### config.mk
export PLATFORM = sky130hd
export DESIGN_NAME = uefs_endpoint
export DESIGN_NICKNAME = d
export VERILOG_FILES = /design/src/hdl/uefs_endpoint.v
export VERILOG_INCLUDE_DIRS = /design/src /design/src/hdl
export SDC_FILE = /design/constraint.sdc
export NUM_CORES = 2
export LEC_CHECK = 0
export BUFFER_PORTS_ARGS = -buffer_cell sky130_fd_sc_hd__buf_2
export CAP_MARGIN = 15
export CORE_UTILIZATION = 44
export CTS_CLUSTER_SIZE = 20
export DETAILED_ROUTE_END_ITERATION = 6
export SLEW_MARGIN = 20
export SYNTH_ARGS = -nofsm -noshare
export SYNTH_HDL_FRONTEND = slang
export SYNTH_SLANG_ARGS = --single-unit
### constraint.sdc
create_clock -name CLK -period 6.8 [get_ports CLK]
set_clock_uncertainty 0.15 [all_clocks]
set_input_delay 1.02 -clock CLK [delete_from_list [all_inputs] [get_ports CLK]]
set_output_delay 1.02 -clock CLK [all_outputs]
set_load 0.01 [all_outputs]
### src/hdl/uefs_defines.vh
// register map, field positions and reset values of the endpoint block
`ifndef UEFS_DEFINES_VH
`define UEFS_DEFINES_VH
`define UEFS_ADDR_CFG 32'h4002_0100
`define UEFS_ADDR_DATA 32'h4002_0104
`define UEFS_ADDR_CTRL 32'h4002_0108
`define UEFS_ADDR_STAT 32'h4002_0130
`define UEFS_ADDR_CLR 32'h4002_0160
`define UEFS_ADDR_SET 32'h4002_0190
`define UEFS_CFG_DIR 0
`define UEFS_CFG_TYPE_LO 1
`define UEFS_CFG_BANKS_LO 3
`define UEFS_CFG_SIZE_LO 5
`define UEFS_CFG_MEMORY_ALLOCATE_BIT 8
`define UEFS_CFG_NBE 12
`define UEFS_CFG_RESET 13'h0000
`define UEFS_CTRL_RELEASE 14
`define UEFS_NB_BIT 12
`define UEFS_ST_TOG_LO 8
`define UEFS_ST_NBF 11
`define UEFS_ST_NB_LO 12
`define UEFS_ST_CUR_LO 14
`define UEFS_ST_ACCESS_ALLOWED_FLAG 16
`define UEFS_ST_CONFIG_VALID_FLAG 18
`define UEFS_ST_BANK_BYTE_COUNTER_LO 20
`define UEFS_TOG_RESET 1'b1
`define UEFS_TYPE_ISO 2'h1
`define UEFS_ISO_UNUSED 8'h18
`define UEFS_HTRANS_NONSEQ 2'h2
`define UEFS_MIN_SIZE 7'h08
`endif

### src/hdl/uefs_endpoint.v
// one usb device endpoint: banks, byte counts, toggle and status flags
//
// Implementation choice: the AHB-Lite register port.
`timescale 1ns/1ns
// Summary of operation
// - toggle field: 0 DATA0, 1 DATA1
// - IN: toggle names next packet to send
// - OUT: toggle is last received in bank
// - toggle reads 0b01 after reset
// - IN busy count: filled banks awaiting send
// - OUT busy count: received, unreleased banks
// - busy-bank irq on all free/all busy
// - busy count updates after bank release
// - current bank field 0, 1 or 2
// - bank and count may lag flag
// - IN: access allowed while bank not full
// - OUT: access allowed while bank not empty
// - access flag never set on error
// - config valid only if banks fit memory
// - IN byte count: up on write, down on send
// - OUT byte count: up on receive, down on read
// - clear view: one clears, zero nothing
// - clear and set views read zero
// - control layout flags in bits 0..7
// - iso layout: bits 3 and 4 unused
// - set view: one forces flag
// - set view bit 12 forces busy irq
// - release advances current bank pointer
`include "uefs_defines.vh"
module uefs_endpoint #(
  parameter MAX_BANKS = 3,
  parameter MAX_SIZE = 64,
  parameter MEM_BYTES = 192
) (
  input wire CLK,
  input wire RST_N,
  input wire HSEL,
  input wire [31:0] HADDR,
  input wire [1:0] HTRANS,
  input wire HWRITE,
  input wire [2:0] HSIZE,
  input wire HREADY,
  input wire [31:0] HWDATA,
  output wire [31:0] HRDATA,
  output wire HREADYOUT,
  output wire HRESP,
  input wire USB_TX_REQ,
  output wire [7:0] USB_TX_DATA,
  input wire USB_RX_VALID,
  input wire [7:0] USB_RX_DATA,
  input wire USB_PKT_ACK,
  input wire USB_RX_TOGGLE,
  input wire [7:0] USB_EVENT,
  input wire USB_ERROR,
  output wire EP_BANK_READY,
  output wire EP_IRQ
);

  // ****************************************
  // reset release
  // ****************************************
  reg [1:0] rst_sync_q;
  wire rst_n;
  // async assert, two-flop release so no flop sees a runt reset edge
  always @(posedge CLK or negedge RST_N) begin
    if (!RST_N) begin
      rst_sync_q <= 2'b00;
    end else begin
      rst_sync_q <= {rst_sync_q[0], 1'b1};
    end
  end
  assign rst_n = rst_sync_q[1];

  // ****************************************
  // state
  // ****************************************
  reg [12:0] cfg_q;
  reg config_valid_flag_q;
  wire [2:0] busy_q;
  reg [1:0] cur_q;
  reg [1:0] usb_q;
  reg [5:0] sw_idx_q;
  reg [5:0] usb_idx_q;
  reg tog_q;
  reg [2:0] btog_q;
  wire [7:0] flag_q;
  reg nbf_q;
  reg [1:0] rel_q;
  reg [7:0] mem [0:255];
  reg [7:0] tx_data_q;
  reg [31:0] hrdata_q;
  reg wr_q;
  reg [31:0] waddr_q;
  wire [6:0] bc [0:2];
  wire [2:0] busy_d;

  wire dir_in = cfg_q[`UEFS_CFG_DIR];
  wire [1:0] ep_type = cfg_q[`UEFS_CFG_TYPE_LO +: 2];
  wire is_iso = (ep_type == `UEFS_TYPE_ISO);
  wire [1:0] nbank_set = cfg_q[`UEFS_CFG_BANKS_LO +: 2];
  wire [2:0] size_code = cfg_q[`UEFS_CFG_SIZE_LO +: 3];
  wire [6:0] ep_size = `UEFS_MIN_SIZE << size_code[1:0];
  // pointers wrap before the reserved value 3
  wire [1:0] last_bank = (nbank_set > 2'd2) ? 2'd2 : nbank_set;
  wire [1:0] cur_next = (cur_q == last_bank) ? 2'd0 : cur_q + 2'd1;
  wire [1:0] usb_next = (usb_q == last_bank) ? 2'd0 : usb_q + 2'd1;

  // ****************************************
  // bus slave
  // ****************************************
  wire acc = HSEL && HREADY && (HTRANS == `UEFS_HTRANS_NONSEQ);
  wire rd_acc = acc && !HWRITE;
  wire wr_cfg = wr_q && (waddr_q == `UEFS_ADDR_CFG);
  wire wr_data = wr_q && (waddr_q == `UEFS_ADDR_DATA);
  wire wr_ctrl = wr_q && (waddr_q == `UEFS_ADDR_CTRL);
  wire wr_clr = wr_q && (waddr_q == `UEFS_ADDR_CLR);
  wire wr_set = wr_q && (waddr_q == `UEFS_ADDR_SET);
  wire rd_data = rd_acc && (HADDR == `UEFS_ADDR_DATA);

  // zero-wait slave, always OKAY
  assign HREADYOUT = 1'b1;
  assign HRESP = 1'b0;
  assign HRDATA = hrdata_q;

  // address phase capture for the following data phase
  always @(posedge CLK or negedge rst_n) begin
    if (!rst_n) begin
      wr_q <= 1'b0;
      waddr_q <= 32'h0000_0000;
    end else if (HREADY) begin
      wr_q <= acc && HWRITE;
      waddr_q <= HADDR;
    end
  end

  // ****************************************
  // access flag and status word
  // ****************************************
  wire [6:0] cur_cnt = bc[cur_q];
  wire [1:0] nbusy = {1'b0, busy_q[0]} + {1'b0, busy_q[1]}
                     + {1'b0, busy_q[2]};
  wire [1:0] nbusy_d = {1'b0, busy_d[0]} + {1'b0, busy_d[1]}
                       + {1'b0, busy_d[2]};
  wire [1:0] nbank_m1 = last_bank;
  wire in_room = !busy_q[cur_q] && (cur_cnt < ep_size);
  wire out_left = busy_q[cur_q] && (cur_cnt != 7'd0);
  wire access_allowed_flag = !USB_ERROR && config_valid_flag_q && (dir_in ? in_room : out_left);
  wire tog_view = dir_in ? tog_q : btog_q[cur_q];
  // bank and count read from flops, never ahead of flag
  wire [31:0] status;
  assign status = {1'b0, 4'h0, cur_cnt, 1'b0, config_valid_flag_q, 1'b0, access_allowed_flag,
                   cur_q, nbusy, nbf_q, 1'b0, 1'b0, tog_view, flag_q};

  // read data from flops; clear and set views read zero
  always @(posedge CLK or negedge rst_n) begin
    if (!rst_n) begin
      hrdata_q <= 32'h0000_0000;
    end else if (rd_acc) begin
      case (HADDR)
        `UEFS_ADDR_CFG: hrdata_q <= {19'h0_0000, cfg_q};
        `UEFS_ADDR_STAT: hrdata_q <= status;
        `UEFS_ADDR_DATA: hrdata_q <= {24'h00_0000,
                                      mem[{cur_q, sw_idx_q}]};
        default: hrdata_q <= 32'h0000_0000;
      endcase
    end
  end

  // ****************************************
  // configuration
  // ****************************************
  wire [8:0] need = {2'b00, ep_size} * {7'h00, last_bank + 2'd1};
  // fit check against bank limit, size and memory
  wire fits = (size_code < 3'd4) && ({1'b0, last_bank} < MAX_BANKS)
              && (ep_size <= MAX_SIZE) && (need <= MEM_BYTES)
              && (nbank_set < 2'd3);
  always @(posedge CLK or negedge rst_n) begin
    if (!rst_n) begin
      cfg_q <= `UEFS_CFG_RESET;
      config_valid_flag_q <= 1'b0;
    end else begin
      if (wr_cfg) begin
        cfg_q <= HWDATA[12:0];
      end
      if (cfg_q[`UEFS_CFG_MEMORY_ALLOCATE_BIT]) begin
        config_valid_flag_q <= fits;
      end
    end
  end

  // ****************************************
  // bank release pipeline
  // ****************************************
  wire rel_req = wr_ctrl && HWDATA[`UEFS_CTRL_RELEASE];
  wire rel_do = rel_q[1];
  // bank state moves two edges after the write lands
  always @(posedge CLK or negedge rst_n) begin
    if (!rst_n) begin
      rel_q <= 2'b00;
    end else begin
      rel_q <= {rel_q[0], rel_req};
    end
  end

  // ****************************************
  // software and usb byte strobes
  // ****************************************
  wire sw_wr = wr_data && dir_in && in_room;
  wire sw_rd = rd_data && !dir_in && out_left;
  wire usb_tx = USB_TX_REQ && dir_in && busy_q[usb_q] && (bc[usb_q] != 7'd0);
  wire usb_rx = USB_RX_VALID && !dir_in && !busy_q[usb_q]
                && (bc[usb_q] < ep_size);
  wire ack_in = USB_PKT_ACK && dir_in && busy_q[usb_q];
  wire ack_out = USB_PKT_ACK && !dir_in && !busy_q[usb_q];

  // ready toward the protocol engine: IN has data, OUT has room
  assign EP_BANK_READY = config_valid_flag_q && (dir_in ? busy_q[usb_q]
                                            : !busy_q[usb_q]);

  // ****************************************
  // per bank busy bit and byte counter
  // ****************************************
  genvar b;
  generate
    for (b = 0; b < 3; b = b + 1) begin : g_bank
      localparam [1:0] BANK_ID = b;
      reg [6:0] cnt_q;
      reg bz_q;
      wire cur_hit = (cur_q == BANK_ID);
      wire usb_hit = (usb_q == BANK_ID);
      wire inc = (sw_wr && cur_hit) || (usb_rx && usb_hit);
      wire dec = (sw_rd && cur_hit) || (usb_tx && usb_hit);
      wire set_b = (rel_do && dir_in && cur_hit)
                   || (ack_out && usb_hit);
      wire clr_b = (rel_do && !dir_in && cur_hit)
                   || (ack_in && usb_hit);
      wire zap = rel_do && !dir_in && cur_hit;
      assign busy_d[b] = set_b ? 1'b1 : (clr_b ? 1'b0 : bz_q);
      assign bc[b] = cnt_q;
      assign busy_q[b] = bz_q;
      always @(posedge CLK or negedge rst_n) begin
        if (!rst_n) begin
          cnt_q <= 7'd0;
          bz_q <= 1'b0;
        end else begin
          bz_q <= busy_d[b];
          if (zap) begin
            cnt_q <= 7'd0;
          end else if (inc && !dec) begin
            cnt_q <= cnt_q + 7'd1;
          end else if (dec && !inc) begin
            cnt_q <= cnt_q - 7'd1;
          end
        end
      end
    end
  endgenerate

  // ****************************************
  // bank pointers, packet memory and toggle
  // ****************************************
  always @(posedge CLK) begin
    if (sw_wr) begin
      mem[{cur_q, sw_idx_q}] <= HWDATA[7:0];
    end else if (usb_rx) begin
      mem[{usb_q, usb_idx_q}] <= USB_RX_DATA;
    end
  end
  assign USB_TX_DATA = tx_data_q;

  always @(posedge CLK or negedge rst_n) begin
    if (!rst_n) begin
      cur_q <= 2'd0;
      usb_q <= 2'd0;
      sw_idx_q <= 6'd0;
      usb_idx_q <= 6'd0;
      tx_data_q <= 8'h00;
      tog_q <= `UEFS_TOG_RESET;
      btog_q <= {3{`UEFS_TOG_RESET}};
    end else begin
      // release moves software to next bank
      if (rel_do) begin
        cur_q <= cur_next;
        sw_idx_q <= 6'd0;
      end else if (sw_wr || sw_rd) begin
        sw_idx_q <= sw_idx_q + 6'd1;
      end
      if (usb_tx) begin
        tx_data_q <= mem[{usb_q, usb_idx_q}];
      end
      if (ack_in || ack_out) begin
        usb_q <= usb_next;
        usb_idx_q <= 6'd0;
      end else if (usb_tx || usb_rx) begin
        usb_idx_q <= usb_idx_q + 6'd1;
      end
      if (ack_in && !is_iso) begin
        tog_q <= !tog_q;
      end
      if (ack_out) begin
        btog_q[usb_q] <= USB_RX_TOGGLE;
        tog_q <= USB_RX_TOGGLE;
      end
    end
  end

  // ****************************************
  // endpoint status flags
  // ****************************************
  // control layout uses all eight bits
  // iso layout leaves bits 3 and 4 dead
  wire [7:0] live = is_iso ? ~`UEFS_ISO_UNUSED : 8'hff;
  wire [7:0] clr_m = wr_clr ? (HWDATA[7:0] & live) : 8'h00;
  wire [7:0] set_m = wr_set ? (HWDATA[7:0] & live) : 8'h00;
  wire [7:0] hw_m = USB_EVENT & live;

  genvar f;
  generate
    for (f = 0; f < 8; f = f + 1) begin : g_flag
      reg fl_q;
      // hardware and forced sets win over a clear
      always @(posedge CLK or negedge rst_n) begin
        if (!rst_n) begin
          fl_q <= 1'b0;
        end else if (hw_m[f] || set_m[f]) begin
          fl_q <= 1'b1;
        end else if (clr_m[f]) begin
          fl_q <= 1'b0;
        end
      end
      assign flag_q[f] = fl_q;
    end
  endgenerate

  // ****************************************
  // busy bank interrupt
  // ****************************************
  // IN: last bank drained; OUT: last bank filled
  wire nb_evt = dir_in ? (nbusy != 2'd0 && nbusy_d == 2'd0)
                       : (nbusy != nbank_m1 + 2'd1
                          && nbusy_d == nbank_m1 + 2'd1);
  // set view bit forces the flag
  wire nb_set = nb_evt || (wr_set && HWDATA[`UEFS_NB_BIT]);
  wire nb_clr = wr_clr && HWDATA[`UEFS_NB_BIT];
  always @(posedge CLK or negedge rst_n) begin
    if (!rst_n) begin
      nbf_q <= 1'b0;
    end else if (nb_set) begin
      nbf_q <= 1'b1;
    end else if (nb_clr) begin
      nbf_q <= 1'b0;
    end
  end
  assign EP_IRQ = nbf_q && cfg_q[`UEFS_CFG_NBE];

endmodule

======== Word level (Yosys, flattened, before mapping) ========
Memories as Yosys holds them, arrays and structs flattened. A register that Yosys moved wholly into a read port is not among the register bits.
Cells that the tools add are included.
word-level totals
  memories kept ........................... 1
  RAM bits ................................ 2048
  register bits ........................... 136
  word-level logic and storage cells ...... 287
  output and inout port bits .............. 44
cells by class
  order comparisons ....................... 13
  eq/ne operators ......................... 18
  shift-type cells ........................ 1
  muxes and demuxes ....................... 73
  add/sub/neg operators ................... 15
  reductions and logical operators ........ 133
  bitwise logic cells ..................... 4
  multipliers ............................. 1
memories
  name  words  bits a word  read ports  clocked after memory_dff  write ports  line                source
  mem   256    8            2           1                         1            uefs_endpoint.v:89  reg [7:0] mem [0:255];
operator list
  kind                                                  number
  == test 32 x 31 -> 1 bit (second input constant)      8
  two-way mux 7 bit                                     13
  one-hot mux 27 bit (3 select lines)                   1
  logical AND 1 bit                                     73
  two-way mux 1 bit                                     40
  two-way mux 8 bit                                     4
  binary-select mux 7 bit (select 2 bit)                2
  nonzero test 2 bit                                    13
  logical OR 1 bit                                      24
  two-way mux 6 bit                                     4
  adder 7 x 1 -> 7 bit (second input constant)          3
  subtractor 7 x 1 -> 7 bit (second input constant)     3
  bitwise AND 8 bit                                     2
  logical NOT 1 bit                                     14
  less-than comparator 7 bit                            2
  nonzero test 7 bit                                    2
  adder 6 x 1 -> 6 bit (second input constant)          2
  <= comparator 9 x 8 -> 1 bit (second input constant)  1
  multiplier 7 x 2 -> 9 bit                             1
  nonzero test 3 bit                                    3
  OR reduction 8 bit                                    1
  <= comparator 7 bit (second input constant)           1
  left shift 4 x 2 -> 7 bit (first input constant)      1
  adder 2 x 1 -> 2 bit (second input constant)          3
  19 further kinds                                      37

======== Longest topological paths before layout ========
  word-level depth ........................ 14
  mapped depth ............................ 21

======== Worst setup path before layout ========
No wires, ideal clock.
  path type ............................... reg-to-reg
  start point ............................. register usb_q[1]
  end point ............................... memory mem[0][3], data pin
  stages on the path, launching flop included .. 13
  setup slack ............................. -7.661 ns
  data required time ...................... 4.461 ns
  path buffers ............................ 4
  arrival time ............................ 12.123 ns
  setup time .............................. 2.189 ns
  path through ............................ dfrtp_1 > clkbuf_1 > nor2b_1 > clkbuf_1 > o2bb2ai_1 > ha_1 > o21a_1 > o21a_1 > o21ai_0 > and2_1 > clkbuf_1 > clkbuf_1 > o21ai_0
on the way
  cells in the longest elaborated chain, start to end .. 11
  elaborated cells between the ends (all ways) .. 15
  those cells by class .................... order compare: 1; mux: 9; bitwise: 1; reduce/logical: 4
ends and longest elaborated chain
  what                                                  line                 source
  start, declared                                       uefs_endpoint.v:81   reg [1:0] usb_q;
  start signal, assigned                                uefs_endpoint.v:292  usb_q <= usb_next;
  inverter 2 -> 3 bit (implied by the code)             uefs_endpoint.v:212  && (bc[usb_q] < ep_size);
  binary-select mux 7 bit (select 2 bit)                uefs_endpoint.v:212
  two-way mux 7 bit (implied by the code) (2 in a row)  uefs_endpoint.v:212
  less-than comparator 7 bit                            uefs_endpoint.v:212
  logical AND 1 bit *                                   uefs_endpoint.v:212
  two-way mux 1 bit *                                   uefs_endpoint.v:265  end else if (usb_rx) begin
  two-way mux 1 bit *                                   uefs_endpoint.v:263  if (sw_wr) begin
  two-way mux 1 bit (implied by the code) *             uefs_endpoint.v:266  mem[{usb_q, usb_idx_q}] <= USB_RX_DATA;
  OR reduction 8 bit (no line) *                        --
  two-way mux 8 bit (no line) *                         --
  end, declared                                         uefs_endpoint.v:89
Every way passes the cells marked *; elsewhere a longest branch is shown, timed or not. The select of a mux whose other input is x is not followed.

======== Worst setup path after layout ========
  start point ............................. register cur_q[1]
  end point ............................... memory mem[25][2] (enable)
on the way
  cells in the longest elaborated chain, start to end .. 11
  elaborated cells between the ends (all ways) .. 17
  those cells by class .................... order compare: 1; mux: 11; bitwise: 1; reduce/logical: 4
ends and longest elaborated chain
  what                                                              line                 source
  start, declared                                                   uefs_endpoint.v:80   reg [1:0] cur_q;
  start signal, assigned                                            uefs_endpoint.v:283  cur_q <= cur_next;
  inverter 2 -> 3 bit (implied by the code)                         uefs_endpoint.v:139  wire [6:0] cur_cnt = bc[cur_q];
  binary-select mux 7 bit (select 2 bit)                            uefs_endpoint.v:139
  two-way mux 7 bit (implied by the code) (2 in a row)              uefs_endpoint.v:139
  less-than comparator 7 bit                                        uefs_endpoint.v:145  wire in_room = !busy_q[cur_q] && (cur_cnt < ep_size);
  logical AND 1 bit                                                 uefs_endpoint.v:145
  logical AND 1 bit                                                 uefs_endpoint.v:208  wire sw_wr = wr_data && dir_in && in_room;
  two-way mux 1 bit                                                 uefs_endpoint.v:263
  two-way mux 1 bit (implied by the code)                           uefs_endpoint.v:266
  OR reduction 8 bit (no line)                                      --
  two-way mux 8 bit (no line) or two-way mux 1 bit (tied branches)  --
Parallel ways exist; a longest one is shown, timed or not. The select of a mux whose other input is x is not followed.

==> out/summary.txt <==
CTS
--------------------------------------------------------------------------------------------------------
Clock insertion delay at the later pin of the skew report .................................      0.90 ns
Clock root buffer master ..................................................................    clkbuf_16
Clock tree from TritonCTS .................................................................         done
CTS buffer count ..........................................................................          218
Post-CTS clock slew at the launch and capture registers of the worst setup and hold paths .      0.06 ns
Number of setup buffers added after CTS ...................................................            0
Clock tree buffer depth ...................................................................            3
Clk sinks .................................................................................         2185
CTS H-tree depth ..........................................................................            4

DIE
--------------------------------------------------------------------------------------------------------
Initial core utilization ..................................................................        0.442
Chip width ................................................................................  480 microns
Die Height ................................................................................  480 microns
Die outline area .......................................................................... 230000 sq um
Site row count ............................................................................          175
Core Footprint ............................................................................ 227000 sq um
IO Count ..................................................................................          139

PLACED DESIGN
--------------------------------------------------------------------------------------------------------
Cell count after placement ................................................................         8475
Final GP Congestion .......................................................................        0.935
Cell Area, Placed ......................................................................... 105000 sq um
Minimum setup slack after placement .......................................................      1.29 ns
Hpwl dp ................................................................................... 219000 microns
Port bufs .................................................................................          108

TIMING
--------------------------------------------------------------------------------------------------------
Final worst path period share .............................................................        0.851
Highest clock frequency the design can meet ...............................................      173 MHz
Transition time at the pin with the least slew margin .....................................      1.32 ns
Worst path setup slack after routing ......................................................      1.01 ns
Final count of negative-setup-slack endpoints .............................................            0
Period minus WS final .....................................................................      5.79 ns
Remaining max-slew budget at the tightest pin .............................................        0.118
Unrepaired setup endpoints after global routing ...........................................           no
Slew Limit Fails ..........................................................................            0
Total negative setup slack ................................................................         0 ns
Total count of hold-check failures in the final report ....................................            0

WORST HOLD PATH
--------------------------------------------------------------------------------------------------------
Tightest Hold Check Type .................................................................. input port to flip-flop

DETAILED ROUTING
--------------------------------------------------------------------------------------------------------
Antenna Violating Nets Remaining ..........................................................            0
Routed length per instance ................................................................ 38.2 microns
Vias per cell .............................................................................         6.81
Final Routed Wirelength ................................................................... 340000 microns
Initial DRC Count .........................................................................         8871
First-pass detailed-route iteration total .................................................            7
Count of unresolved DRC violations after routing ..........................................            3
Overall via count from detail_route .......................................................        60.6k

GLOBAL ROUTE
--------------------------------------------------------------------------------------------------------
Number of antenna violations at the first check in global routing .........................           17
GRT Resource Usage Total ..................................................................        0.294
Global-route wire length before repair .................................................... 472000 microns
Via count of the first global-routing pass ................................................        59.3k
Maximum number of pins on one net before global-route repair ..............................          169
Grt total ovfl ............................................................................            0

SETUP PATH
--------------------------------------------------------------------------------------------------------
WP data arrival ...........................................................................      6.15 ns
Endpoint type of the worst setup path .....................................................    flip-flop
Launching element type of the critical path ...............................................    flip-flop
Worst endpoint required time ..............................................................      7.16 ns
Reg2reg setup slack .......................................................................      1.01 ns
Maximum fanout along the worst path .......................................................           10
Critical path class ....................................................................... flip-flop to flip-flop

YOSYS
--------------------------------------------------------------------------------------------------------
Per-instance average area after synthesis .................................................   18.1 sq um
Synth cell count leaders .................................................................. edfxtp_1 (2048), mux4_2 (843), nor2_1 (361), mux2i_1 (331), nand2_1 (232)
Fraction of synthesis flops using an asynchronous set or reset pin ........................       0.0627
Portion of the post-synthesis area used by sequential elements ............................        0.646
Mapped Cells ..............................................................................         5571
Cell type contributing the most total cell area after synthesis ...........................     edfxtp_1
Flip-flop cell with the highest count after synthesis .....................................     edfxtp_1
Count of different cell masters after synthesis ...........................................           82
Ys Warns ..................................................................................            0
Synthesized cell area ..................................................................... 101000 sq um
Most area-consuming cells after synthesis ................................................. edfxtp_1 (61%), mux4_2 (19%), dfrtp_1 (3.3%)
Post-synth top area share .................................................................        0.612
Cell with the most instances after synthesis ..............................................     edfxtp_1
Number of register bits inferred by synthesis .............................................         2185
Count of flip-flops with a built-in enable after synthesis ................................         2048

CELLS AND AREA
--------------------------------------------------------------------------------------------------------
Share of the core filled with cells .......................................................        0.492
Fill cells ................................................................................        18.7k
Final instance area ....................................................................... 112000 sq um
Total Nets Final ..........................................................................         5825
Ratio of cells with drive above 1 in the final layout .....................................        0.278
Post-route insts no fill ..................................................................         8897
Area Overhead vs Synth ....................................................................        11.3%

PWR
--------------------------------------------------------------------------------------------------------
Power per cell area .......................................................................  304 nW/um^2
Max rail drop VDD .........................................................................   0.000285 V
Static Leak ...............................................................................      34.5 nW

STATUS
--------------------------------------------------------------------------------------------------------
Status .................................................................................... finished, violations left
Violations in the final reports ........................................................... design-rule violations

RUN
--------------------------------------------------------------------------------------------------------
Maxcap violations .........................................................................            0

==> state kept, by name (all words and copies together) (netlist names) <==
signal / flops
waddr_q: 32
mem: 2048
usb_idx_q: 6
btog_q: 3
HRDATA: 25
rst_sync_q: 2
usb_q: 2
g_flag.fl_q: 8
cfg_q: 13
rel_q: 2
tog_q: 1
g_bank.cnt_q: 21
wr_q: 1
sw_idx_q: 6
nbf_q: 1
g_bank.bz_q: 3
USB_TX_DATA: 8
config_valid_flag_q: 1
cur_q: 2
==> worst paths after layout <==
kind | start | end | cells after the start
hold reg to reg | rst_sync_q[0] | rst_sync_q[1] | 0
setup reg to reg | cur_q[1] | mem[25][2] | 14
setup / recovery | cur_q[1] | mem[25][2] | 14
max in group asynchronous | rst_sync_q[1] | waddr_q[17] | 1
min in group asynchronous | RST_N | rst_sync_q[1] | 2
hold / removal | USB_ERROR | HRDATA[16] | 2
==> worst max-delay path, stage by stage (launching register included) <==
cell,delay (ns)
dfrtp_1,0.39
nor2b_2,0.44
buf_4,0.45
a22oi_1,0.23
inv_1,0.09
ha_1,0.22
o21ai_0,0.16
a21oi_1,0.10
nor4b_2,0.32
buf_4,0.26
nand4_1,0.16
a22oi_1,0.49
nand2_2,0.57
buf_4,0.48
nor2_1,0.88
==> placed cells by master, fill, tap and decap left out, drive strengths merged, types with 20 or more instances in the layout <==
master  instances
a211oi         33
a21oi         105
a221oi         33
a22o           37
a22oi         114
a31oi          34
buf           310
clkbuf        272
clkinv        110
dfrtp         133
diode          20
edfxtp       2048
ha             37
inv            34
mux2           68
mux2i         331
mux4          843
nand2         232
nand3          72
nor2          361
nor2b          29
nor3           36
o21ai         103
o221ai         67
o22ai          41
==> where the power goes <==
| part | internal [mW] | switching (mW) |
|---|---|---|
| clock network | 6.67 | 5.31 |
| logic | 2.81 | 4.20 |
| registers | 14.8 | 0.303 |
| total | 24.3 | 9.81 |
==> cells by family after synthesis <==
| group | count (synthesis) | synth area share |
|---|---|---|
| adders and majority gates | 43 | 0.00580 |
| xor gates and xnor gates | 25 | 0.00218 |
| DFF | 2185 | 0.646 |
| muxes | 1242 | 0.229 |
| other | 2 | 0.0000747 |
| buffers and inverters | 459 | 0.0240 |
| and+or+nand+nor | 864 | 0.0384 |
| AOI/OAI and AO/OA | 751 | 0.0545 |
==> area by class of cell <==
type                            count  area [sq um]  area share
Clock buffer                      272          5790      0.0518
Inverter                           36           140     0.00125
Clock inverter                    129          1170      0.0104
Tap cell                         3009          3760      0.0337
Multi-Input combinational cell   2935         33500       0.299
Antenna cell                       20          50.0    0.000447
Timing Repair Buffer              311          2480      0.0222
Sequential cell                  2185         65000       0.581
==> per-stage QoR <==
step,power [mW],hold WS [ns]
2_1_floorplan,19.7,0.181
3_3_place_gp,22.2,0.188
3_5_place_dp,22.2,0.196
4_1_cts,34.0,0.123
5_1_grt,34.7,0.165
6_report,34.1,0.168
==> routing by layer <==
layer  GRT usage  routed length, microns  up-vias
met5           0                      89        -
met4       0.141                   17600       12
met3      0.0822                   39400      774
met2       0.439                  153000     3908
met1       0.399                  130000    32300
li1            -                       -    23600
==> what timing repair did <==
item,CTS,global route
hold buffers,1,0
gates resized for setup,0,0
endpoints found under the hold margin,2,0
No activity file was read; power rests on OpenSTA's default activity.
